### config.mk
export PLATFORM = sky130hd
export DESIGN_NAME = dgp_top
export DESIGN_NICKNAME = d
export VERILOG_FILES = /design/src/verilog/dgp_pin_cell.v /design/src/verilog/dgp_top.v
export VERILOG_INCLUDE_DIRS = /design/src /design/src/inc
export SDC_FILE = /design/constraint.sdc
export NUM_CORES = 1
export LEC_CHECK = 0
export BUFFER_PORTS_ARGS = -buffer_cell sky130_fd_sc_hd__buf_4
export CAP_MARGIN = 20
export CORE_UTILIZATION = 30
export DETAILED_ROUTE_END_ITERATION = 6
export PLACE_DENSITY = 0.59
export SLEW_MARGIN = 25
export SYNTH_ARGS = -nofsm -noshare
export SYNTH_HDL_FRONTEND = slang
export SYNTH_SLANG_ARGS = --single-unit
### constraint.sdc
create_clock -name i_mclk -period 6.3 [get_ports i_mclk]
set_clock_uncertainty 0.2 [all_clocks]
set_input_delay 0.63 -clock i_mclk [delete_from_list [all_inputs] [get_ports i_mclk]]
set_output_delay 0.63 -clock i_mclk [all_outputs]
set_load 0.02 [all_outputs]
### src/inc/dgp_consts.vh
// register offsets, field positions and reset values of the dual gpio port
`ifndef DGP_CONSTS_VH
`define DGP_CONSTS_VH
`define DGP_IDX_A_DATA 4'h0
`define DGP_IDX_B_DATA 4'h1
`define DGP_IDX_A_DIR 4'h4
`define DGP_IDX_B_DIR 4'h5
`define DGP_IDX_A_PUE 4'h6
`define DGP_IDX_B_PUE 4'h7
`define DGP_A_WIDTH 6
`define DGP_B_WIDTH 8
`define DGP_BIT_INPUT_ONLY 2
`define DGP_BIT_CLOCK_SHARED 4
`define DGP_BIT_WAKEUP 6
`define DGP_BIT_OSC_PIN_EN 7
`define DGP_DIR_RESET 8'h00
`define DGP_PUE_RESET 8'h00
`define DGP_LATCH_INIT 8'h00
`endif

### src/verilog/dgp_pin_cell.v
// one gpio pin: synchroniser, output buffer control and pullup gating
`timescale 1ns/1ns
module dgp_pin_cell #(
  parameter OUT_CAPABLE = 1
) (
  // clock and reset
  input wire i_mclk,
  input wire i_sys_rst,
  // control
  input wire i_latch,
  input wire i_dir,
  input wire i_pue,
  // pin
  input wire i_pin,
  output wire o_pin,
  output wire o_pin_oe,
  output wire o_pullup,
  // sampled level
  output wire o_level
);
  reg sync1_reg;
  reg sync2_reg;

  always @(posedge i_mclk or posedge i_sys_rst)
  begin
    if (i_sys_rst)
    begin
      sync1_reg <= 1'b0;
      sync2_reg <= 1'b0;
    end
    else
    begin
      sync1_reg <= i_pin;
      sync2_reg <= sync1_reg;
    end
  end

  // input-only pins never drive
  assign o_pin_oe = (OUT_CAPABLE != 0) & i_dir;
  assign o_pin = i_latch;
  // pullup drops the moment the pin turns output
  assign o_pullup = i_pue & ~o_pin_oe;
  assign o_level = sync2_reg;
endmodule

### src/verilog/dgp_top.v
// dual gpio port with pullups behind an avalon-mm slave
//
// Overview of operation
// - six-bit port read gives latch for outputs, pin level for inputs.
// - eight-bit port read gives latch for outputs, pin level for inputs.
// - writes to a data latch always store, regardless of direction.
// - writing an input pin's latch leaves its read value unchanged.
// - six-bit pullup on only when enabled and input; off while output.
// - eight-bit pullup on only when enabled and input; off while output.
// - cleared pullup enable keeps the pullup off in every direction.
// - six-bit pullup register holds one independent enable per pin.
// - clock pin enable with rc or internal oscillator outputs raw clock.
// - enable clear gives bit 4 as port pin; ignored for crystal options.
// - eight-bit port has latch, direction and pullup bit per pin.
// - eight-bit direction one enables the output buffer driving the latch.
// - reset clears all eight-bit port direction bits to inputs.
// - reset leaves eight-bit port data latches unchanged.
// - bit 2 of six-bit port is input only.
// - reset clears six-bit direction bits and leaves its latches alone.
// - bit 2 reads zero while the interrupt pin function is enabled.
// - bit 6 of six-bit data reads the wakeup request latch, read only.
`timescale 1ns/1ns
`include "dgp_consts.vh"
module dgp_top #(
  parameter A_WIDTH = `DGP_A_WIDTH,
  parameter B_WIDTH = `DGP_B_WIDTH
) (
  // clock and reset
  input wire i_mclk,
  input wire i_sys_rst,
  // avalon-mm slave
  input wire [3:0] i_avs_address,
  input wire i_avs_read,
  input wire i_avs_write,
  input wire [31:0] i_avs_writedata,
  input wire [3:0] i_avs_byteenable,
  output wire [31:0] o_avs_readdata,
  output wire o_avs_waitrequest,
  output wire [1:0] o_avs_response,
  // system context
  input wire i_osc_is_rc_or_int,
  input wire i_undivided_osc_clock,
  input wire i_irq_pin_enable,
  input wire i_wakeup_request_latch,
  // six-bit port pins
  input wire [A_WIDTH-1:0] i_six_bit_port_pin,
  output wire [A_WIDTH-1:0] o_six_bit_port_pin,
  output wire [A_WIDTH-1:0] o_six_bit_port_pin_oe,
  output wire [A_WIDTH-1:0] o_six_bit_port_pullup,
  // eight-bit port pins
  input wire [B_WIDTH-1:0] i_eight_bit_port_pin,
  output wire [B_WIDTH-1:0] o_eight_bit_port_pin,
  output wire [B_WIDTH-1:0] o_eight_bit_port_pin_oe,
  output wire [B_WIDTH-1:0] o_eight_bit_port_pullup
);
  reg [A_WIDTH-1:0] six_bit_port_data_reg;
  reg [A_WIDTH-1:0] six_bit_port_direction_reg;
  reg [A_WIDTH-1:0] six_bit_port_pullup_enable_reg;
  reg osc_clock_pin_enable_reg;
  reg [B_WIDTH-1:0] eight_bit_port_data_reg;
  reg [B_WIDTH-1:0] eight_bit_port_direction_reg;
  reg [B_WIDTH-1:0] eight_bit_port_pullup_enable_reg;
  reg [31:0] rdata_reg;
  reg [1:0] resp_reg;
  reg ack_reg;
  reg [31:0] rdata_next;
  reg [1:0] resp_next;
  reg wakeup_sync1_reg;
  reg wakeup_sync2_reg;
  reg irq_en_sync1_reg;
  reg irq_en_sync2_reg;
  wire [A_WIDTH-1:0] a_level;
  wire [A_WIDTH-1:0] a_pin;
  wire [A_WIDTH-1:0] a_oe;
  wire [A_WIDTH-1:0] a_pull;
  wire [B_WIDTH-1:0] b_level;
  wire [A_WIDTH-1:0] a_read;
  wire [B_WIDTH-1:0] b_read;
  wire osc_out;
  wire wr_stb;
  wire rd_stb;
  wire be0;

  // reset and power-up values cut to the width of each port
  localparam [7:0] DIR_RST = `DGP_DIR_RESET;
  localparam [7:0] PUE_RST = `DGP_PUE_RESET;
  localparam [7:0] LATCH_INIT = `DGP_LATCH_INIT;
  localparam [A_WIDTH-1:0] A_DIR_RST = DIR_RST[A_WIDTH-1:0];
  localparam [B_WIDTH-1:0] B_DIR_RST = DIR_RST[B_WIDTH-1:0];
  localparam [A_WIDTH-1:0] A_PUE_RST = PUE_RST[A_WIDTH-1:0];
  localparam [B_WIDTH-1:0] B_PUE_RST = PUE_RST[B_WIDTH-1:0];
  localparam [A_WIDTH-1:0] A_LATCH_INIT = LATCH_INIT[A_WIDTH-1:0];
  localparam [B_WIDTH-1:0] B_LATCH_INIT = LATCH_INIT[B_WIDTH-1:0];

  // one wait state: a request is answered on the cycle after it appears
  // writes land at the edge that drops waitrequest, a cycle before the taking edge
  assign wr_stb = i_avs_write & ~ack_reg;
  assign rd_stb = i_avs_read & ~ack_reg;
  assign be0 = i_avs_byteenable[0];
  assign o_avs_waitrequest = (i_avs_read | i_avs_write) & ~ack_reg;
  assign o_avs_readdata = rdata_reg;
  assign o_avs_response = resp_reg;

  genvar g;
  generate
    for (g = 0; g < A_WIDTH; g = g + 1)
    begin : g_a
      dgp_pin_cell #(
        .OUT_CAPABLE(g != `DGP_BIT_INPUT_ONLY)
      ) u_cell (
        .i_mclk(i_mclk),
        .i_sys_rst(i_sys_rst),
        .i_latch(six_bit_port_data_reg[g]),
        .i_dir(six_bit_port_direction_reg[g]),
        .i_pue(six_bit_port_pullup_enable_reg[g]),
        .i_pin(i_six_bit_port_pin[g]),
        .o_pin(a_pin[g]),
        .o_pin_oe(a_oe[g]),
        .o_pullup(a_pull[g]),
        .o_level(a_level[g])
      );
      // read mux: latch for outputs, synced pin for inputs
      assign a_read[g] = a_oe[g] ? six_bit_port_data_reg[g] : a_level[g];
    end
    for (g = 0; g < B_WIDTH; g = g + 1)
    begin : g_b
      dgp_pin_cell #(
        .OUT_CAPABLE(1)
      ) u_cell (
        .i_mclk(i_mclk),
        .i_sys_rst(i_sys_rst),
        .i_latch(eight_bit_port_data_reg[g]),
        .i_dir(eight_bit_port_direction_reg[g]),
        .i_pue(eight_bit_port_pullup_enable_reg[g]),
        .i_pin(i_eight_bit_port_pin[g]),
        .o_pin(o_eight_bit_port_pin[g]),
        .o_pin_oe(o_eight_bit_port_pin_oe[g]),
        .o_pullup(o_eight_bit_port_pullup[g]),
        .o_level(b_level[g])
      );
      assign b_read[g] = eight_bit_port_direction_reg[g] ?
        eight_bit_port_data_reg[g] : b_level[g];
    end
  endgenerate

  // shared pin carries the raw clock only with rc or internal oscillator
  assign osc_out = osc_clock_pin_enable_reg & i_osc_is_rc_or_int;
  generate
    for (g = 0; g < A_WIDTH; g = g + 1)
    begin : g_a_out
      if (g == `DGP_BIT_CLOCK_SHARED)
      begin : g_shared
        // clock bypasses the latch; a plain port bit otherwise
        assign o_six_bit_port_pin[g] = osc_out ?
          i_undivided_osc_clock : a_pin[g];
        assign o_six_bit_port_pin_oe[g] = osc_out | a_oe[g];
        assign o_six_bit_port_pullup[g] = ~osc_out & a_pull[g];
      end
      else
      begin : g_plain
        assign o_six_bit_port_pin[g] = a_pin[g];
        assign o_six_bit_port_pin_oe[g] = a_oe[g];
        assign o_six_bit_port_pullup[g] = a_pull[g];
      end
    end
  endgenerate

  // context levels come from other logic; synchronised to be safe
  always @(posedge i_mclk or posedge i_sys_rst)
  begin
    if (i_sys_rst)
    begin
      wakeup_sync1_reg <= 1'b0;
      wakeup_sync2_reg <= 1'b0;
      irq_en_sync1_reg <= 1'b0;
      irq_en_sync2_reg <= 1'b0;
    end
    else
    begin
      wakeup_sync1_reg <= i_wakeup_request_latch;
      wakeup_sync2_reg <= wakeup_sync1_reg;
      irq_en_sync1_reg <= i_irq_pin_enable;
      irq_en_sync2_reg <= irq_en_sync1_reg;
    end
  end

  // read data assembly
  always @*
  begin
    rdata_next = 32'h00000000;
    resp_next = 2'h0;
    if (i_avs_address == `DGP_IDX_A_DATA)
    begin
      rdata_next[A_WIDTH-1:0] = a_read;
      if (irq_en_sync2_reg)
        rdata_next[`DGP_BIT_INPUT_ONLY] = 1'b0;
      else
        rdata_next[`DGP_BIT_INPUT_ONLY] =
          a_level[`DGP_BIT_INPUT_ONLY];
      rdata_next[`DGP_BIT_WAKEUP] = wakeup_sync2_reg;
    end
    else if (i_avs_address == `DGP_IDX_B_DATA)
      rdata_next[B_WIDTH-1:0] = b_read;
    else if (i_avs_address == `DGP_IDX_A_DIR)
      rdata_next[A_WIDTH-1:0] = six_bit_port_direction_reg;
    else if (i_avs_address == `DGP_IDX_B_DIR)
      rdata_next[B_WIDTH-1:0] = eight_bit_port_direction_reg;
    else if (i_avs_address == `DGP_IDX_A_PUE)
    begin
      rdata_next[A_WIDTH-1:0] = six_bit_port_pullup_enable_reg;
      rdata_next[`DGP_BIT_OSC_PIN_EN] = osc_clock_pin_enable_reg;
    end
    else if (i_avs_address == `DGP_IDX_B_PUE)
      rdata_next[B_WIDTH-1:0] = eight_bit_port_pullup_enable_reg;
    else
      resp_next = 2'h2;
  end

  // bus handshake and response
  always @(posedge i_mclk or posedge i_sys_rst)
  begin
    if (i_sys_rst)
    begin
      ack_reg <= 1'b0;
      rdata_reg <= 32'h00000000;
      resp_reg <= 2'h0;
    end
    else
    begin
      ack_reg <= (i_avs_read | i_avs_write) & ~ack_reg;
      if (rd_stb)
        rdata_reg <= rdata_next;
      if (rd_stb | wr_stb)
        resp_reg <= resp_next;
    end
  end

  // direction registers: reset turns every pin into an input
  always @(posedge i_mclk or posedge i_sys_rst)
  begin
    if (i_sys_rst)
    begin
      six_bit_port_direction_reg <= A_DIR_RST;
      eight_bit_port_direction_reg <= B_DIR_RST;
    end
    else if (wr_stb & be0)
    begin
      if (i_avs_address == `DGP_IDX_A_DIR)
        six_bit_port_direction_reg <= i_avs_writedata[A_WIDTH-1:0];
      else if (i_avs_address == `DGP_IDX_B_DIR)
        eight_bit_port_direction_reg <= i_avs_writedata[B_WIDTH-1:0];
    end
  end

  // pullup enables and the clock pin enable start cleared
  always @(posedge i_mclk or posedge i_sys_rst)
  begin
    if (i_sys_rst)
    begin
      six_bit_port_pullup_enable_reg <= A_PUE_RST;
      eight_bit_port_pullup_enable_reg <= B_PUE_RST;
      osc_clock_pin_enable_reg <= 1'b0;
    end
    else if (wr_stb & be0)
    begin
      if (i_avs_address == `DGP_IDX_A_PUE)
      begin
        six_bit_port_pullup_enable_reg <=
          i_avs_writedata[A_WIDTH-1:0];
        osc_clock_pin_enable_reg <=
          i_avs_writedata[`DGP_BIT_OSC_PIN_EN];
      end
      else if (i_avs_address == `DGP_IDX_B_PUE)
        eight_bit_port_pullup_enable_reg <=
          i_avs_writedata[B_WIDTH-1:0];
    end
  end

  // data latches sit outside reset, as a port latch keeps its value;
  // an initial value only keeps simulation out of unknowns
  initial
  begin
    six_bit_port_data_reg = A_LATCH_INIT;
    eight_bit_port_data_reg = B_LATCH_INIT;
  end

  always @(posedge i_mclk)
  begin
    if (wr_stb & be0)
    begin
      // stored whatever the direction; the pin drives it only as output
      if (i_avs_address == `DGP_IDX_A_DATA)
        six_bit_port_data_reg <= i_avs_writedata[A_WIDTH-1:0];
      if (i_avs_address == `DGP_IDX_B_DATA)
        eight_bit_port_data_reg <= i_avs_writedata[B_WIDTH-1:0];
    end
  end
  // latch-first ordering before turning to output is up to software
endmodule

==> results.md <==
Clock tree:
- No sink is reached through more buffers than the 2 on the longest clock path.
- Once the clock tree was built, the setup fixing pass inserted 0 buffers.
- The number of gates resized after CTS was 0.
- The clock network latency to the later pin of the worst-skew pair is 0.33 ns.
- The total clock buffers created by CTS is 9.
- The root buffer cell is clkbuf_16.
- After clock tree synthesis, the flow added hold-fix buffers numbering 0.
- CTS saw 85 sinks.
- TritonCTS built the clock tree.
- The total number of H-tree levels is 3.
- After clock tree synthesis, the clock-pin slew on the worst setup and hold paths is 0.06 ns.

STA:
- The final critical path takes up 40.7% of the cycle.
- The slew at the pin closest to its max-slew limit is 0.801 ns.
- The summed negative setup slack over all endpoints is 0 ns.
- The final count of pins violating max slew is 0.
- The time the final worst path needs with I/O delays and setup is 2.56 ns.
- Setup repair after global routing left no endpoint under its margin.
- The tightest slew margin relative to the limit is 46.4%.
- The setup-violating endpoint count in the final report is 0.
- The number of hold violations in the final report is 0.
- For this run, the top clock speed supported by timing is 390 MHz.

GRT:
- The wire length of the first global-routing pass is 12500 um.
- The number of global-route vias before repair is 2132.
- The global-route usage over all layers is 13.2%.
- Entering global routing, the biggest net connects 72 pins.
- The total global routing overflow is 0.
- The initial antenna violation count is 0.

Placement:
- The cell area reported after detailed placement is 4300 um2.
- The placed instance count is 501.
- Routability-driven placement finished with a final weighted congestion of 0.724.
- The number of buffer cells added on primary ports is 85.
- The final HPWL from detailed placement is 5570 um.

Layout:
- From synthesis to final layout, the design area changed by 19.9%.
- In the layout the commonest cells are buf_4, dfrtp_1, mux2_2.
- Across the whole layout, storage elements account for 2200 um2.
- The final instance area is 4630 um2.
- The number of nets in the layout is 402.
- Leaving out fill and tap cells, the most frequent cell in the layout is buf_4.
- The share of cells above drive strength 1 is 42.9%.
- The multi-input combinational cells in the finished layout cover a total of 1180 um2.
- The filler-free cell count of the finished design is 517.
- Fill cells in the final layout number 1234.
- 0 antenna diodes ended up in the layout.

Routing:
- The ratio of routed vias to standard cells is 4.25.
- The residual antenna-violating net count after detailed routing is 0.
- The first routing iteration left 83 violations.
- The average wire per cell in the routed design is 15.9 um.
- The total detailed-routing wirelength is 8230 um.
- The number of vias in the routed layout is 2197.
- After detailed routing, the number of remaining DRC violations is 0.
- The pre-antenna-repair detailed-routing pass consisted of 6 iterations.

Synth:
- The async set-or-reset flop fraction in the synthesized netlist is 83.5%.
- After synthesis, the largest area contributor takes up 46.0% of total cell area.
- The synthesized design contains 14 enable-type register cells.
- The count of different cell masters after synthesis is 34.
- A synthesized cell averages 13.4 um2.
- The cell type with the largest total area after synthesis is dfrtp_1.
- After synthesis the netlist holds a flip-flop and latch count of 85.
- In the synthesized netlist, the number of instances is 289.
- For this run, the leading register cell type out of synthesis is dfrtp_1.
- By area the synthesized netlist is led by dfrtp_1, buf_4, edfxtp_1.
- The share of the Yosys chip area taken by registers is 56.9%.
- The yosys synthesis warning count is 0.
- The area of the mapped netlist is 3860 um2.

Outcome:
- The flow ran to the end, and the final reports show no timing, DRC or antenna violations.

Power and ir drop:
- The fraction of power spent switching nets is 25.5%.
- Combinational logic is responsible for 17.3% of the overall power.
- The part of the power in registers is 43.8%.
- For this design the ratio of total power to cell area is 320 nW/um2.
- The peak supply drop is 0.000194 V.
- Summed over all nets, the switching power comes to 378 uW.
- Internal power comes to 1.10 mW.
- For this design the static power due to leakage is 2.18 nW.
- Of the total power, the clock network draws 38.9%.

Setup path:
- In this design, the stage delay of the slowest critical-path cell is 0.76 ns.
- The highest fanout seen on the critical path is 17.
- The endpoint arrival time on the critical path is 2.33 ns.
- The number of buffers and inverters on the critical path is 1.
- The launching element type of the critical path is an input pin.
- At the worst endpoint, the required time is 6.06 ns.
- The signal on the critical path passes through buf_4, or4_1, nor2_1.
- Among cell families on the critical path, the largest total delay comes from simple AND/OR/NAND/NOR gates.
- The length in cells of the worst reg-to-reg path is 4.
- On the critical path, the stage with the largest delay is an instance of or4_1.
- In this run the number of cells on the critical path is 3.
- STA classifies the critical path endpoint as a flop.
- The critical path is of the input pin to flop type.

Hold path:
- The class of the worst hold path is flop to flop.
- The cell depth of the worst min-delay path is 0.

Floorplan:
- The initialized floorplan defines 41 standard-cell rows.
- During I/O placement, the number of pins put on the boundary was 139.
- The initial utilization of the core area, before any placement, comes to 30.7%.
- The die area is 13300 um2.
- The placeable core region is 12600 um2.
- The die is 115 um wide.
- From bottom edge to top edge, the die measures 115 um.

Job:
- The count of maximum capacitance violations is 0.
-- per-layer routing --
metal | part of all wire (%) | up-vias | GRT usage, %
met5 | 0 | - | 0
met2 | 51 | 82 | 22.6
li1 | - | 997 | -
met1 | 42 | 1106 | 15.9
met3 | 5.8 | 12 | 3.87
met4 | 1.4 | 0 | 4.68
-- layout make-up --
type	instances	share of cell area (%)
well taps	172	4.65
repair buffers	88	14.3
inverters	12	0.973
multi-input cells	144	25.5
clock inverters	3	1.46
flip-flops and latches	85	47.4
clock buffers	13	5.62
-- path summary, 6_finish.rpt --
kind / from / endpoint / slack (ns)
setup reg to reg: ack_reg / eight_bit_port_direction_reg[2] / 4.01
setup / recovery: i_avs_address[0] / six_bit_port_data_reg[2] / 3.74
max in group asynchronous: i_sys_rst / eight_bit_port_pullup_enable_reg[0] / 5.18
hold reg to reg: g_a[1].u_cell.sync1_reg / g_a[1].u_cell.o_level / 0.15
min in group asynchronous: i_sys_rst / g_a[2].u_cell.sync1_reg / 0.27
hold / removal: g_a[1].u_cell.sync1_reg / g_a[1].u_cell.o_level / 0.15
-- cells in the mapped netlist (all sizes together) (2+ instances only) --
cell type	n
o22ai	6
dfrtp	71
mux2	33
nor3b	2
nor3	5
mux4	5
buf	69
a22o	2
inv	12
a21oi	3
o21ai	3
clkbuf	4
a211o	5
or3	2
nand2b	3
nor2	8
nor2b	14
nand2	6
mux2i	14
edfxtp	14
-- power by group through the flow --
| stage | combinational, mW | clock (mW) | sequential, mW |
|---|---|---|---|
| floorplan | 0.205 | 0 | 0.655 |
| global placement | 0.256 | 0 | 0.658 |
| detailed placement | 0.260 | 0 | 0.660 |
| CTS | 0.261 | 0.592 | 0.650 |
| global route | 0.276 | 0.612 | 0.657 |
| finish | 0.256 | 0.576 | 0.649 |
-- stage by stage --
step           worst slack (ns)  power, mW  hold WS [ns]  util (%)
6_report                   3.74       1.48         0.147      36.8
4_1_cts                    3.71       1.50         0.149      36.8
2_1_floorplan              3.67      0.859         0.131         -
3_5_place_dp               3.34      0.920         0.135      34.2
3_3_place_gp               3.32      0.915         0.133      34.2
5_1_grt                    3.69       1.55         0.150      36.8
-- cell families after synthesis --
family / share of synthesized area (%)
mux: 16.7
buf+inv: 15.0
compound gates: 3.92
simple gates: 7.39
other cells: 0.0971
flops: 56.9
Power figures use the tool's default switching activity.
